<file path="config.mk">
export PLATFORM = sky130hd
export DESIGN_NAME = ldo_ctrl_discharge_regs
export DESIGN_NICKNAME = d
export VERILOG_FILES = /design/src/ldo_dis_pkg.sv /design/src/ldo_ctrl_discharge_regs.sv
export SDC_FILE = /design/constraint.sdc
export NUM_CORES = 1
export LEC_CHECK = 0
export BUFFER_PORTS_ARGS = -buffer_cell sky130_fd_sc_hd__buf_2
export CAP_MARGIN = 15
export CORE_UTILIZATION = 52
export DETAILED_ROUTE_END_ITERATION = 8
export PLACE_DENSITY = 0.82
export SLEW_MARGIN = 20
export SYNTH_ARGS = -nofsm -noshare
export SYNTH_HDL_FRONTEND = slang
export SYNTH_SLANG_ARGS = --single-unit
</file>
<file path="constraint.sdc">
create_clock -name mclk -period 2.4 [get_ports mclk]
set_clock_uncertainty 0.05 [all_clocks]
set_input_delay 0.36 -clock mclk [delete_from_list [all_inputs] [get_ports mclk]]
set_output_delay 0.36 -clock mclk [all_outputs]
set_load 0.01 [all_outputs]
</file>
<file path="src/ldo_dis_pkg.sv">
// Package: register map, field layout, reset values and carrier types
`default_nettype none
package ldo_dis_pkg;
    // ==========================================================
    // Register offsets
    localparam logic [7:0] ldo_second_control_off    = 8'h28;
    localparam logic [7:0] ldo_third_control_off     = 8'h29;
    localparam logic [7:0] buck_discharge_select_off = 8'h40;
    // ==========================================================
    // Field positions
    localparam int sleep_sel_lsb  = 4;
    localparam int reserved_lsb   = 1;
    localparam int permit_bit     = 0;
    localparam int buck_count     = 4;
    // ==========================================================
    // Values
    localparam logic [1:0] sleep_off_code  = 2'h0;
    localparam logic [1:0] sleep_on_code   = 2'h3;
    localparam logic [2:0] reserved_code   = 3'h6;
    localparam logic [1:0] dis_none        = 2'h0;
    localparam logic [1:0] dis_100_ohm     = 2'h1;
    localparam logic [1:0] dis_200_ohm     = 2'h2;
    localparam logic [1:0] dis_500_ohm     = 2'h3;
    // Reset values stand in for factory settings
    localparam logic [7:0] ldo_ctrl_reset  = 8'h0D;
    localparam logic [7:0] dis_sel_reset   = 8'h55;

    // ==========================================================
    // Carrier types
    typedef struct packed {
        logic [1:0] sleep_sel;
        logic [2:0] reserved;
        logic       on_permit;
    } ldo_ctrl_s;

    typedef struct packed {
        logic       load_100_ohm;
        logic       load_200_ohm;
        logic       load_500_ohm;
    } discharge_s;
endpackage : ldo_dis_pkg
`default_nettype wire

</file>
<file path="src/ldo_ctrl_discharge_regs.sv">
// Control registers for two small regulators and the buck discharge selectors
// Overview of operation
// - Each regulator follows sleep pin a or b, chosen by factory strap
// - Sleep field 00 always selects the normal voltage code
// - Sleep field 11 selects sleep code while assigned pin is low
// - Permit bit 0 forces regulator off when clear, overriding control pins
// - Discharge code 00 none, 01 100 ohm, 10 200 ohm, 11 500 ohm
// - Discharge register holds four buck selectors, fourth in 7:6 to first in 1:0
// - A rail becoming enabled clears its discharge selector by itself
`timescale 1ns/1ps
`default_nettype none
module ldo_ctrl_discharge_regs (
    // Clock and reset
    input  wire logic                   mclk,
    input  wire logic                   reset,
    // Register port
    input  wire logic [7:0]             reg_addr,
    input  wire logic [7:0]             reg_wdata,
    input  wire logic                   reg_write,
    input  wire logic                   reg_read,
    output logic      [7:0]             reg_rdata,
    // Factory straps: 0 picks pin a, 1 picks pin b
    input  wire logic                   second_reg_pin_strap,
    input  wire logic                   third_reg_pin_strap,
    // Pins
    input  wire logic                   sleep_select_pin_a,
    input  wire logic                   sleep_select_pin_b,
    input  wire logic                   second_reg_enable_request,
    input  wire logic                   third_reg_enable_request,
    input  wire logic [3:0]             buck_rail_enabled,
    // Regulator control
    output logic                        second_reg_enable,
    output logic                        third_reg_enable,
    output logic                        second_reg_use_sleep_code,
    output logic                        third_reg_use_sleep_code,
    output ldo_dis_pkg::discharge_s     buck_discharge [4]
);
    // ==========================================================
    // Pin synchronisers
    logic [7:0] sync1_reg;
    logic [7:0] sync2_reg;
    logic [3:0] buck_en_prev_reg;
    logic       strap_second_reg;
    logic       strap_third_reg;
    logic       strap_taken_reg;
    logic [1:0] strap_meta_reg;
    logic [1:0] strap_sync_reg;
    wire logic  pin_a_s    = sync2_reg[0];
    wire logic  pin_b_s    = sync2_reg[1];
    wire logic  second_req = sync2_reg[2];
    wire logic  third_req  = sync2_reg[3];
    wire logic [3:0] buck_en_s = sync2_reg[7:4];

    always_ff @(posedge mclk) begin
        if (reset) begin
            sync1_reg <= 8'h00;
            sync2_reg <= 8'h00;
        end else begin
            sync1_reg <= {buck_rail_enabled, third_reg_enable_request,
                          second_reg_enable_request, sleep_select_pin_b, sleep_select_pin_a};
            sync2_reg <= sync1_reg;
        end
    end

    // Straps are pins too; left unreset so the stages fill while reset is held
    always_ff @(posedge mclk) begin
        strap_meta_reg <= {third_reg_pin_strap, second_reg_pin_strap};
        strap_sync_reg <= strap_meta_reg;
    end

    // Straps caught once after release, never under reset
    // Reset must span two edges, else the caught strap is stale
    always_ff @(posedge mclk) begin
        if (reset) begin
            strap_taken_reg  <= 1'b0;
            strap_second_reg <= 1'b0;
            strap_third_reg  <= 1'b0;
        end else if (!strap_taken_reg) begin
            strap_taken_reg  <= 1'b1;
            strap_second_reg <= strap_sync_reg[0];
            strap_third_reg  <= strap_sync_reg[1];
        end
    end

    // ==========================================================
    // Registers
    ldo_dis_pkg::ldo_ctrl_s second_ctrl_reg;
    ldo_dis_pkg::ldo_ctrl_s third_ctrl_reg;
    logic [7:0]             dis_sel_reg;
    logic [7:0]             dis_sel_next;
    logic [3:0]             buck_rise;

    always_ff @(posedge mclk) begin
        if (reset) begin
            second_ctrl_reg <= ldo_dis_pkg::ldo_ctrl_reset[5:0];
            third_ctrl_reg  <= ldo_dis_pkg::ldo_ctrl_reset[5:0];
        end else if (reg_write) begin
            // Reserved bits stored as written; software keeps them at 110
            if (reg_addr == ldo_dis_pkg::ldo_second_control_off)
                second_ctrl_reg <= reg_wdata[5:0];
            if (reg_addr == ldo_dis_pkg::ldo_third_control_off)
                third_ctrl_reg <= reg_wdata[5:0];
        end
    end

    assign buck_rise = buck_en_s & ~buck_en_prev_reg;

    // Hardware clear wins over a same-cycle software write
    always_comb begin
        dis_sel_next = dis_sel_reg;
        if (reg_write && reg_addr == ldo_dis_pkg::buck_discharge_select_off)
            dis_sel_next = reg_wdata;
        for (int i = 0; i < ldo_dis_pkg::buck_count; i++) begin
            if (buck_rise[i])
                dis_sel_next[2*i +: 2] = ldo_dis_pkg::dis_none;
        end
    end

    always_ff @(posedge mclk) begin
        if (reset) begin
            dis_sel_reg      <= ldo_dis_pkg::dis_sel_reset;
            buck_en_prev_reg <= 4'h0;
        end else begin
            dis_sel_reg      <= dis_sel_next;
            buck_en_prev_reg <= buck_en_s;
        end
    end

    // ==========================================================
    // Read port
    always_ff @(posedge mclk) begin
        if (reset) begin
            reg_rdata <= 8'h00;
        end else if (reg_read) begin
            case (reg_addr)
                ldo_dis_pkg::ldo_second_control_off: reg_rdata <= {2'h0, second_ctrl_reg};
                ldo_dis_pkg::ldo_third_control_off:  reg_rdata <= {2'h0, third_ctrl_reg};
                ldo_dis_pkg::buck_discharge_select_off: reg_rdata <= dis_sel_reg;
                default: reg_rdata <= 8'h00;
            endcase
        end else begin
            reg_rdata <= 8'h00;
        end
    end

    // ==========================================================
    // Regulator control
    function automatic logic sleep_pick(input logic [1:0] sel, input logic strap,
                                        input logic pa, input logic pb);
        logic pin;
        pin = strap ? pb : pa;
        // Reserved codes treated as disabled
        sleep_pick = (sel == ldo_dis_pkg::sleep_on_code) && !pin;
    endfunction : sleep_pick

    function automatic ldo_dis_pkg::discharge_s dis_decode(input logic [1:0] code,
                                                          input logic rail_on);
        ldo_dis_pkg::discharge_s d;
        d = '0;
        if (!rail_on) begin
            d.load_100_ohm = (code == ldo_dis_pkg::dis_100_ohm);
            d.load_200_ohm = (code == ldo_dis_pkg::dis_200_ohm);
            d.load_500_ohm = (code == ldo_dis_pkg::dis_500_ohm);
        end
        dis_decode = d;
    endfunction : dis_decode

    always_ff @(posedge mclk) begin
        if (reset) begin
            second_reg_enable         <= 1'b0;
            third_reg_enable          <= 1'b0;
            second_reg_use_sleep_code <= 1'b0;
            third_reg_use_sleep_code  <= 1'b0;
        end else begin
            second_reg_enable <= second_ctrl_reg.on_permit && second_req;
            third_reg_enable  <= third_ctrl_reg.on_permit && third_req;
            second_reg_use_sleep_code <= sleep_pick(second_ctrl_reg.sleep_sel,
                strap_second_reg, pin_a_s, pin_b_s);
            third_reg_use_sleep_code  <= sleep_pick(third_ctrl_reg.sleep_sel,
                strap_third_reg, pin_a_s, pin_b_s);
        end
    end

    always_ff @(posedge mclk) begin
        if (reset) begin
            for (int i = 0; i < 4; i++)
                buck_discharge[i] <= '0;
        end else begin
            for (int i = 0; i < 4; i++)
                buck_discharge[i] <= dis_decode(dis_sel_next[2*i +: 2],
                                                buck_en_s[i]);
        end
    end

    // ==========================================================
    // Checks
    chk_permit_forces_off: assert property (
        @(posedge mclk) disable iff (reset)
        !second_ctrl_reg.on_permit |=> !second_reg_enable)
        else $error("second regulator on without permit");

    chk_third_permit_off: assert property (
        @(posedge mclk) disable iff (reset)
        !third_ctrl_reg.on_permit |=> !third_reg_enable)
        else $error("third regulator on without permit");

    chk_permit_pin_on: assert property (
        @(posedge mclk) disable iff (reset)
        (second_ctrl_reg.on_permit && second_req)
        |=> second_reg_enable)
        else $error("second regulator off despite permit and request");

    chk_sleep_off_normal: assert property (
        @(posedge mclk) disable iff (reset)
        (second_ctrl_reg.sleep_sel == ldo_dis_pkg::sleep_off_code)
        |=> !second_reg_use_sleep_code)
        else $error("sleep code used while sleep disabled");

    chk_sleep_off_third: assert property (
        @(posedge mclk) disable iff (reset)
        (third_ctrl_reg.sleep_sel == ldo_dis_pkg::sleep_off_code)
        |=> !third_reg_use_sleep_code)
        else $error("third sleep code used while sleep disabled");

    chk_sleep_pin_low: assert property (
        @(posedge mclk) disable iff (reset)
        (third_ctrl_reg.sleep_sel == ldo_dis_pkg::sleep_on_code
            && !(strap_third_reg ? pin_b_s : pin_a_s))
        |=> third_reg_use_sleep_code)
        else $error("sleep code not used while pin low");

    chk_second_pin_low: assert property (
        @(posedge mclk) disable iff (reset)
        (second_ctrl_reg.sleep_sel == ldo_dis_pkg::sleep_on_code
            && !(strap_second_reg ? pin_b_s : pin_a_s))
        |=> second_reg_use_sleep_code)
        else $error("second sleep code not used while pin low");

    chk_sleep_pin_high: assert property (
        @(posedge mclk) disable iff (reset)
        (strap_second_reg ? pin_b_s : pin_a_s)
        |=> !second_reg_use_sleep_code)
        else $error("sleep code used while pin high");

    chk_third_pin_high: assert property (
        @(posedge mclk) disable iff (reset)
        (strap_third_reg ? pin_b_s : pin_a_s)
        |=> !third_reg_use_sleep_code)
        else $error("third sleep code used while pin high");

    chk_strap_held: assert property (
        @(posedge mclk) disable iff (reset)
        strap_taken_reg |=> $stable({strap_second_reg, strap_third_reg}))
        else $error("sleep pin choice changed after capture");

    chk_rise_clears_sel: assert property (
        @(posedge mclk) disable iff (reset)
        buck_rise[0] |=> dis_sel_reg[1:0] == ldo_dis_pkg::dis_none)
        else $error("discharge selector not cleared on enable");

    chk_rise_clears_top: assert property (
        @(posedge mclk) disable iff (reset)
        buck_rise[3] |=> dis_sel_reg[7:6] == ldo_dis_pkg::dis_none)
        else $error("fourth selector not cleared on enable");

    chk_discharge_off_on: assert property (
        @(posedge mclk) disable iff (reset)
        $past(buck_en_s[2]) |-> buck_discharge[2] == 3'h0)
        else $error("discharge applied on enabled rail");

    chk_enabled_rail_idle: assert property (
        @(posedge mclk) disable iff (reset)
        $past(buck_en_s[0]) |-> buck_discharge[0] == 3'h0)
        else $error("discharge applied on enabled first rail");

    chk_discharge_100: assert property (
        @(posedge mclk) disable iff (reset)
        (!buck_en_s[1] && dis_sel_next[3:2] == ldo_dis_pkg::dis_100_ohm)
        |=> buck_discharge[1].load_100_ohm)
        else $error("100 ohm not applied");

    chk_discharge_200: assert property (
        @(posedge mclk) disable iff (reset)
        (!buck_en_s[2] && dis_sel_next[5:4] == ldo_dis_pkg::dis_200_ohm)
        |=> buck_discharge[2].load_200_ohm)
        else $error("200 ohm not applied");

    chk_discharge_500: assert property (
        @(posedge mclk) disable iff (reset)
        (!buck_en_s[3] && dis_sel_next[7:6] == ldo_dis_pkg::dis_500_ohm)
        |=> buck_discharge[3].load_500_ohm)
        else $error("500 ohm not applied");

    chk_write_stores: assert property (
        @(posedge mclk) disable iff (reset)
        (reg_write && reg_addr == ldo_dis_pkg::buck_discharge_select_off
            && buck_rise == 4'h0)
        |=> dis_sel_reg == $past(reg_wdata))
        else $error("discharge write lost");

    chk_read_discharge: assert property (
        @(posedge mclk) disable iff (reset)
        (reg_read && reg_addr == ldo_dis_pkg::buck_discharge_select_off)
        |=> reg_rdata == $past(dis_sel_reg))
        else $error("discharge read data wrong");

    chk_reserved_zero: assert property (
        @(posedge mclk) disable iff (reset)
        (reg_read && reg_addr == ldo_dis_pkg::ldo_second_control_off)
        |=> reg_rdata[7:6] == 2'h0)
        else $error("reserved bits not zero");

    chk_reserved_third: assert property (
        @(posedge mclk) disable iff (reset)
        (reg_read && reg_addr == ldo_dis_pkg::ldo_third_control_off)
        |=> reg_rdata[7:6] == 2'h0)
        else $error("third reserved bits not zero");
endmodule : ldo_ctrl_discharge_regs
`default_nettype wire

</file>
==> out/qor.csv, run 1 <==
metric,value,unit
drt via density,5.58,
root buf cell,clkbuf_8,
WL/cell,14.6,um
setup slack after layout,0.584,ns
Die Ht,74.5,um
Switch Pwr,563,uW
synth-to-layout area growth,19.4,%
largest net degree at the start of global routing,56,
Initial Utilization,0.538,
Hold Crit Start,third_reg_pin_strap,
"Slew Viols, Final",0,
PostCTS Resize Cnt,0,
# rows,26,
crit start category,primary input,
Setup TNS Final,0,ns
routed length on met3,286,um
hold_buf cts,0,
Critical Path End Type,register,
Least-Margin Pin Slew,0.547,ns
setup bufs post-CTS,0,
critical path class,in2reg,
die width,74.5,um
Final min period,1.82,ns
post-synth top area share,0.520,
RSZ-0062 raised after global routing,false,
Fin. Hold Viols,0,
PwrDens,713,nW/um2
Sink Count,71,
normalized max-slew margin,0.636,
met2 routed WL,2690,um
Top Metal Used,met4,
Worst-path clk slew,0.08,ns
max FFs per register,12,
Critical R2R Launch,dis_sel_reg[4],
top_reg_cell synth,dfxtp_1,
Mapped Area,2730,um2
first-pass GRT wire length,9520,um
initial antenna violation count,0,
Hold Crit Depth,1,
worst-path maximum fanout,16,
DRT antenna net count,0,
yosys warns,0,
Syn Area/Cell,10.5,um2
gr usage total,0.229,
Async SR Flop Fraction,0,
Critical Path AT,2.00,ns
fin cells,390,
FF-to-FF path depth,3,
DP Wirelength,3800,um
clock share of power,0.415,
Core ar.,5070,um2
Post-Route M1 WL,2560,um
final critical-path share of the clock period,0.757,
outcome,"finished, final reports clean",
drt total wl,5690,um
later-pin clock latency in the skew report,0.35,ns
Worst EP required,2.58,ns
# diodes,0,
residual DRC count,0,
RR Endpoint,reg_rdata[4],
flop and latch count out of synthesis,71,
Nets,345,
register-to-register setup slack,0.96,ns
Comb pwr share,0.061,
CTS tree,built,
cells after synthesis,260,
Buffers on Ports,53,
worst vdd ir,0.000446,V
Cell Int Power,1760,uW
number of cells after detailed placement,374,
Overflow after GRT,0,
sequential fraction of the synthesis area,0.520,
Yosys top cell by area,dfxtp_1,
initial DRC count,128,
vias in the first global route,2042,
CTS buffer count,9,
max cap viols,0,
fill cell count,415,
synth top area cells,"dfxtp_1 52%, mux2i_1 7.3%, nor4b_1 5.5%",
fmax,0.551,GHz
clock tree buffer depth,2,
Post-Place Setup Slack,0.233,ns
post-synth cell types,37,
Top reg by flops,buck_discharge,
Vias,2178,
Die ar.,5550,um2
DRT Pass-1 Iters,4,
Sw Share,0.242,
fraction of layout instances using a drive strength above 1,0.269,
final setup fails,0,
final hold slack,0.0537,ns
# IOs,54,
HP Class,in2reg,
H-tree depth,3,
Hold EP,strap_meta_reg[1],
"EDFF count, synth",0,
Final GP Congestion,0.968,
Synth Net Count,290,
sequential power share,0.524,
leakage power,0.00136,uW
worst max path at each step:
stage | from | to | slack [ns] | depth (start not counted)
3_3_place_gp | reg_addr[0] | buck_discharge[6] | 0.28 | 5
4_1_cts | reg_addr[1] | buck_discharge[3] | 0.60 | 5
3_5_place_dp | reg_addr[0] | buck_discharge[3] | 0.23 | 5
5_1_grt | reg_addr[1] | buck_discharge[3] | 0.56 | 5
2_1_floorplan | reg_addr[1] | buck_discharge[10] | 0.42 | 5
6_report | reg_addr[0] | buck_discharge[3] | 0.58 | 5
cell type report:
type | count | area (um2) | share of cell area
Timing Repair Buffer | 59 | 310 | 0.0952
Inverter | 2 | 7.51 | 0.00230
Multi-Input combinational cell | 172 | 1230 | 0.378
Sequential cell | 71 | 1420 | 0.436
Clock inverter | 7 | 78.8 | 0.0242
Clock buffer | 9 | 124 | 0.0380
Tap cell | 70 | 87.6 | 0.0269
cells by family after synthesis:
kind of cell / after synthesis / synth area share
and+or+nand+nor: 121 / 0.274
AOI/OAI and AO/OA: 21 / 0.0563
DFF: 71 / 0.520
muxes: 30 / 0.120
buffers and inverters: 17 / 0.0289
synth_stat cells (all sizes together), types with 2 or more instances:
master   instances
o211ai           4
nor4b           17
a21oi            4
and3             6
a22oi            3
nor3             5
nor4bb           3
nand3           23
mux2            10
buf              4
o2111ai          5
o41ai            2
nand3b           4
nand2           16
nor2b           20
nor2            11
nand4            2
clkbuf          11
dfxtp           71
a31oi            2
nand2b           4
and4             2
mux2i           20
critical path: stages:
cell and delay (ns):
buf_2 0.14, or4b_1 0.68, nor3_4 0.16, buf_4 0.28
mux2_2 0.37
stage by stage:
stage	power [uW]	cell area, um2	utilization
global placement	1380	3060	0.603
floorplan	1320	2730	-
detailed placement	1390	3060	0.603
finish	2330	3260	0.643
CTS	2340	3260	0.643
global route	2420	3260	0.643
placed cells by master (no fill, tap or decap), types with 5 or more instances in the layout:
| cell type | instances |
|---|---|
| and3_1 | 6 |
| nand3_1 | 23 |
| mux2i_1 | 20 |
| nor2b_1 | 20 |
| buf_4 | 6 |
| o2111ai_1 | 5 |
| buf_2 | 53 |
| nor4b_1 | 17 |
| nor2_1 | 11 |
| dfxtp_1 | 71 |
| nand2_1 | 16 |
| mux2_2 | 6 |
| clkbuf_8 | 9 |
layer usage:
metal / track usage / up-vias
li1: - / 1063
met1: 0.287 / 1029
met3: 0.0678 / 14
met4: 0.0985 / 0
met5: 0 / -
met2: 0.366 / 72
power by group through the flow:
stage / clock [uW] / sequential (uW) / combinational (uW)
CTS: 985 / 1220 / 140
floorplan: 0 / 1250 / 78.8
global route: 1040 / 1220 / 158
detailed placement: 0 / 1250 / 140
global placement: 0 / 1250 / 135
finish: 965 / 1220 / 141
(Power assumes the default switching activity.)
==> run 2, diff against run 1 <==
- CORE_UTILIZATION: 52 -> 49
- PLACE_DENSITY: 0.82 -> 0.81
- clock period: 2.4 -> 1.5 ns (I/O delays scaled with it)
==> out/qor.csv, run 2 (synthesis results as in run 1) <==
metric,value,unit,change
final critical-path share of the clock period,0.971,,
vias in the first global route,2215,,"was 2,042"
Top reg by flops,buck_discharge,,unchanged
Critical Path End Type,register,,unchanged
Final min period,1.46,ns,
Buffers on Ports,53,,unchanged
Die Ht,76.7,um,was 74.5 um
residual DRC count,0,,unchanged
gr usage total,0.226,,was 0.229
fill cell count,424,,was 415
GRT met3 Usage,0.0690,,was 0.0678
leakage power,0.00146,uW,was 0.00136 uW
largest net degree at the start of global routing,19,,was 56
Die ar.,5880,um2,was 5550 um2
final setup fails,0,,unchanged
initial antenna violation count,0,,unchanged
crit start category,primary input,,unchanged
initial DRC count,177,,was 128
fin cells,413,,was 390
Worst-path clk slew,0.08,ns,about the same
met2 Use GR,0.359,,was 0.366
HP Class,in2reg,,unchanged
later-pin clock latency in the skew report,0.36,ns,was 0.35 ns
DP Wirelength,4230,um,was 3800 um
outcome,"finished, final reports clean",,unchanged
PwrDens,1080,nW/um2,was 713 nW/um2
Hold EP,sync1_reg[4],,was strap_meta_reg[1]
synth-to-layout area growth,26.3,%,was 19.4%
max FFs per register,12,,unchanged
CTS tree,built,,unchanged
Sw Share,0.239,,was 0.242
Setup TNS Final,0,ns,unchanged
Critical R2R Launch,dis_sel_reg[4],,unchanged
normalized max-slew margin,0.621,,was 0.636
fraction of layout instances using a drive strength above 1,0.312,,was 0.269
most frequent cells in the layout,"71 x dfxtp_1, 53 x buf_2, 26 x buf_4",,"was 71 x dfxtp_1, 53 x buf_2, 23 x nand3_1"
"Slew Viols, Final",0,,unchanged
final hold slack,0.0265,ns,was 0.0537 ns
root buf cell,clkbuf_8,,unchanged
Hold Crit Depth,2,,was 1
clock tree buffer depth,2,,unchanged
number of cells after detailed placement,395,,was 374
post-layout util,0.659,,was 0.643
first-pass GRT wire length,10100,um,was 9520 um
Final Power,3720,uW,was 2330 uW
worst vdd ir,0.000921,V,was 0.000446 V
Nets,368,,was 345
Final GP Congestion,0.834,,was 0.968
drt total wl,5940,um,was 5690 um
Initial Utilization,0.522,,was 0.538
DRT Pass-1 Iters,4,,unchanged
FF-to-FF path depth,3,,unchanged
DRT antenna net count,0,,unchanged
Least-Margin Pin Slew,0.568,ns,was 0.547 ns
register-to-register setup slack,0.09,ns,was 0.96 ns
# rows,26,,unchanged
drt via density,5.46,,was 5.58
GR Util met1,0.261,,was 0.287
Vias,2254,,"was 2,178"
Critical Path AT,1.65,ns,was 2.00 ns
Core ar.,5240,um2,was 5070 um2
Cell Int Power,2830,uW,was 1760 uW
Comb pwr share,0.069,,was 0.061
# IOs,54,,unchanged
die width,76.7,um,was 74.5 um
Hold Crit Start,buck_rail_enabled[0],,was third_reg_pin_strap
critical path class,in2reg,,unchanged
clock share of power,0.407,,was 0.415
fmax,0.687,GHz,
RSZ-0062 raised after global routing,false,,unchanged
CTS buffer count,9,,unchanged
Fin. Hold Viols,0,,unchanged
GRT busiest layer,met2,,unchanged
max cap viols,0,,unchanged
sequential power share,0.524,,about the same
Overflow after GRT,0,,unchanged
worst-path maximum fanout,14,,was 16
Worst EP required,1.69,ns,was 2.58 ns
# diodes,0,,unchanged
H-tree depth,3,,unchanged
"leading cell type in the layout, fill and taps excluded",dfxtp_1,,unchanged
RR Endpoint,reg_rdata[4],,unchanged
Sink Count,71,,unchanged
Switch Pwr,890,uW,was 563 uW
WL/cell,14.4,um,was 14.6 um
==> run 2: cell types whose count changed in the layout (fill, tap and decap cells not counted), moves of 2 or more <==
cell	before	now
buf_4	6	26
clkinvlp_4	0	3
inv_6	4	1
dlygate4sd3_1	0	2
==> run 2: layout make-up <==
cell class              count  area [um2]  share of cell area
clock buffers              10         128              0.0370
clock inverters             6        70.1              0.0203
inverters                   2        7.51             0.00218
multi-input cells         172        1230               0.358
flip-flops and latches     71        1420               0.412
well taps                  70        87.6              0.0254
repair buffers             82         500               0.145
==> run 2: timing repair <==
action                                 CTS  global route
hold buffers                             2             0
resized for setup                        0             0
endpoints found under the hold margin    2             0
buffers inserted                         0             0
==> run 2: how the worst max path moves through the flow <==
stage,startpoint,end,slack (ns),cells past startpoint
floorplan,reg_addr[0],buck_discharge[10],-0.34,5
global placement,reg_addr[0],buck_discharge[2],-0.28,5
detailed placement,reg_addr[1],buck_discharge[3],-0.32,5
CTS,reg_addr[1],buck_discharge[5],0.06,5
global route,reg_addr[0],buck_discharge[3],0.003,5
finish,reg_addr[1],buck_discharge[5],0.04,5
==> run 2: critical path: stages <==
cell    delay (ns)
buf_2         0.10
or4_1         0.61
nor3_4        0.19
buf_12        0.18
mux2_2        0.34
==> run 2: routing by layer <==
| metal | wire (um) | share of wire |
|---|---|---|
| met1 | 2600 | 0.44 |
| met2 | 2850 | 0.48 |
| met3 | 334 | 0.056 |
| met4 | 160 | 0.027 |
| met5 | 0 | 0 |
==> run 2: metrics by stage <==
stage	worst slack, ns	cell area (um2)
global route	0.00320	3450
floorplan	-0.336	2740
CTS	0.0553	3450
finish	0.0439	3450
global placement	-0.285	3230
detailed placement	-0.319	3230
==> run 2: power by group through the flow <==
| stage | clock [uW] | combinational [uW] | sequential, uW |
|---|---|---|---|
| after floorplan | 0 | 128 | 1990 |
| after global placement | 0 | 242 | 1990 |
| after detailed placement | 0 | 250 | 1990 |
| after CTS | 1540 | 256 | 1950 |
| after global routing | 1650 | 283 | 1960 |
| final | 1510 | 256 | 1950 |
==> run 3, diff against run 2 <==
- ABC_AREA: default -> 1
- CORE_MARGIN: default -> 2
- CORE_UTILIZATION: 49 -> 48
- PLACE_DENSITY: 0.81 -> 0.8
==> out/qor.csv, run 3 <==
metric,value,unit,change
synth top area cells,"dfxtp_1 54%, nand2_1 9.6%, nor2_1 8.1%",,"was dfxtp_1 52%, mux2i_1 7.3%, nor4b_1 5.5%"
gr usage total,0.177,,was 0.226
Setup TNS Final,0,ns,unchanged
outcome,"finished, final reports clean",,unchanged
RR Endpoint,buck_discharge[11],,was reg_rdata[4]
Post-Place Setup Slack,0.0146,ns,was -0.319 ns
synth-to-layout area growth,22.6,%,was 26.3%
DRT antenna net count,0,,unchanged
post-synth top area share,0.541,,was 0.520
max FFs per register,12,,unchanged
DP Wirelength,3620,um,was 4230 um
initial antenna violation count,0,,unchanged
initial DRC count,130,,was 177
Least-Margin Pin Slew,0.361,ns,was 0.568 ns
most frequent cells in the layout,"71 x dfxtp_1, 67 x nand2_1, 57 x nor2_1",,"was 71 x dfxtp_1, 53 x buf_2, 26 x buf_4"
Critical R2R Launch,sync2_reg[4],,was dis_sel_reg[4]
RSZ-0062 raised after global routing,false,,unchanged
setup slack after layout,0.359,ns,was 0.0439 ns
CTS buffer count,9,,unchanged
fraction of layout instances using a drive strength above 1,0.237,,was 0.312
drt total wl,4980,um,was 5940 um
"count leader, synth",dfxtp_1,,unchanged
die width,78.0,um,was 76.7 um
critical path class,in2reg,,unchanged
max cap viols,0,,unchanged
Synth Net Count,364,,was 290
Buffers on Ports,53,,unchanged
HP Class,in2reg,,unchanged
FF-to-FF path depth,5,,was 3
final critical-path share of the clock period,0.761,,was 0.971
"EDFF count, synth",0,,unchanged
residual DRC count,0,,unchanged
Hold Crit Depth,3,,was 2
Sink Count,71,,unchanged
worst vdd ir,0.000566,V,was 0.000921 V
top_reg_cell synth,dfxtp_1,,unchanged
Initial Utilization,0.505,,was 0.522
largest net degree at the start of global routing,24,,was 19
Mapped Area,2630,um2,was 2730 um2
drt via density,4.53,,was 5.46
Syn Area/Cell,7.87,um2,was 10.5 um2
first-pass GRT wire length,8460,um,"was 10,100 um"
# rows,26,,unchanged
CTS tree,built,,unchanged
# IOs,54,,unchanged
# diodes,0,,unchanged
Worst EP required,1.69,ns,about the same
register-to-register setup slack,0.44,ns,was 0.09 ns
clock tree buffer depth,2,,unchanged
crit start category,primary input,,unchanged
later-pin clock latency in the skew report,0.34,ns,was 0.36 ns
yosys warns,0,,unchanged
fmax,0.876,GHz,was 0.687 GHz
Critical Path End Type,register,,unchanged
worst-path maximum fanout,13,,was 14
Final GP Congestion,0.852,,was 0.834
Hold EP,sync1_reg[6],,was sync1_reg[4]
final setup fails,0,,unchanged
"slowest stage delay, CP",0.25,ns,was 0.61 ns
Final min period,1.14,ns,was 1.46 ns
PwrDens,1160,nW/um2,was 1080 nW/um2
Overflow after GRT,0,,unchanged
sequential fraction of the synthesis area,0.541,,was 0.520
Die ar.,6080,um2,was 5880 um2
setup bufs post-CTS,0,,unchanged
Top reg by flops,buck_discharge,,unchanged
Critical Path AT,1.33,ns,was 1.65 ns
critical path cell sequence,"buf_2, inv_1, nand2_1, nor2_2, nand3_2, inv_1, nand2_1, nand3_2, nor2_1",,"was buf_2, or4_1, nor3_4, buf_12, mux2_2"
Worst-path clk slew,0.07,ns,was 0.08 ns
Async SR Flop Fraction,0,,unchanged
leakage power,0.00170,uW,was 0.00146 uW
"leading cell type in the layout, fill and taps excluded",dfxtp_1,,unchanged
normalized max-slew margin,0.758,,was 0.621
Core ar.,5200,um2,was 5240 um2
DRT Pass-1 Iters,4,,unchanged
Hold Crit Start,buck_rail_enabled[2],,was buck_rail_enabled[0]
WL/cell,10.5,um,was 14.4 um
Die Ht,78.0,um,was 76.7 um
Nets,430,,was 368
post-synth cell types,22,,was 37
"Slew Viols, Final",0,,unchanged
fill cell count,472,,was 424
synth cell count leaders,"71 x dfxtp_1, 67 x nand2_1, 57 x nor2_1",,"was 71 x dfxtp_1, 23 x nand3_1, 20 x mux2i_1, 20 x nor2b_1, 17 x nor4b_1"
root buf cell,clkbuf_8,,unchanged
cells after synthesis,334,,was 260
flop and latch count out of synthesis,71,,unchanged
Yosys top cell by area,dfxtp_1,,unchanged
Vias,2150,,"was 2,254"
slowest CP cell,nand3_2,,was or4_1
Fin. Hold Viols,0,,unchanged
H-tree depth,3,,unchanged
vias in the first global route,2050,,"was 2,215"
[run 3: cell count changes after synthesis, sizes merged, moves of 4 or more]
cell     delta
clkbuf      -5
and3        -6
nand3      +18
nand2b      -4
o2111ai     -5
nor4b      -17
nor2       +49
nand2      +54
nor2b      -20
inv        +56
mux2i      -20
nand3b      -4
a21oi       +5
mux2       -10
[run 3: worst max-delay path by stage]
stage | from | to | slack [ns]
after global routing | reg_addr[5] | dis_sel_reg[7] | 0.24
final | reg_addr[5] | buck_discharge[2] | 0.36
after global placement | reg_addr[5] | dis_sel_reg[6] | 0.07
after detailed placement | reg_addr[5] | buck_discharge[2] | 0.01
after CTS | reg_addr[5] | buck_discharge[0] | 0.37
after floorplan | reg_addr[5] | buck_discharge[3] | 0.34
[run 3: cells by family (layout without fill, tap and decap cells)]
kind of cell           after synthesis  in the layout  synth area share
and+or+nand+nor                    178            178             0.312
DFF                                 71             71             0.541
buffers and inverters               66            137             0.103
AOI/OAI and AO/OA                   19             19            0.0438
[run 3: critical path, delay by kind of cell]
family                 cells  cell delay (ns)
AND/OR/NAND/NOR            6             0.69
buffers and inverters      3             0.40
[run 3: routing by layer]
| metal | wire, um | track usage | up-vias |
|---|---|---|---|
| met5 | 0 | 0 | - |
| met4 | 75 | 0.0754 | 0 |
| met3 | 320 | 0.0581 | 7 |
| met2 | 2280 | 0.287 | 62 |
| met1 | 2300 | 0.216 | 927 |
| li1 | - | - | 1154 |
[run 3: stage by stage]
step	total power, uW	area [um2]	hold slack (ns)	utilization	instances
global placement	2210	2990	0.265	0.575	457
detailed placement	2220	2990	0.269	0.575	457
CTS	3770	3220	0.0212	0.619	475
finish	3740	3220	0.0323	0.619	475
floorplan	2120	2630	0.203	-	334
global route	3890	3220	0.0360	0.619	475
[run 3: power by group]
part           leakage (uW)  internal [uW]  switching (uW)
combinational       0.00101           88.9             138
sequential         0.000581           1940            17.4
clock              0.000109            900             656
total               0.00170           2930             810
[run 3: timing repair]
| item | CTS | global route |
|---|---|---|
| hold endpoints to repair | 2 | 0 |
| hold buffers | 2 | 0 |
| gates resized for setup | 0 | 0 |
[run 3: layout make-up]
| type | instances | area, um2 | share of cell area |
|---|---|---|---|
| Clock buffer | 13 | 169 | 0.0524 |
| Clock inverter | 3 | 40.0 | 0.0124 |
| Inverter | 57 | 214 | 0.0664 |
| Multi-Input combinational cell | 197 | 936 | 0.291 |
| Sequential cell | 71 | 1420 | 0.441 |
| Tap cell | 70 | 87.6 | 0.0272 |
| Timing Repair Buffer | 64 | 353 | 0.110 |
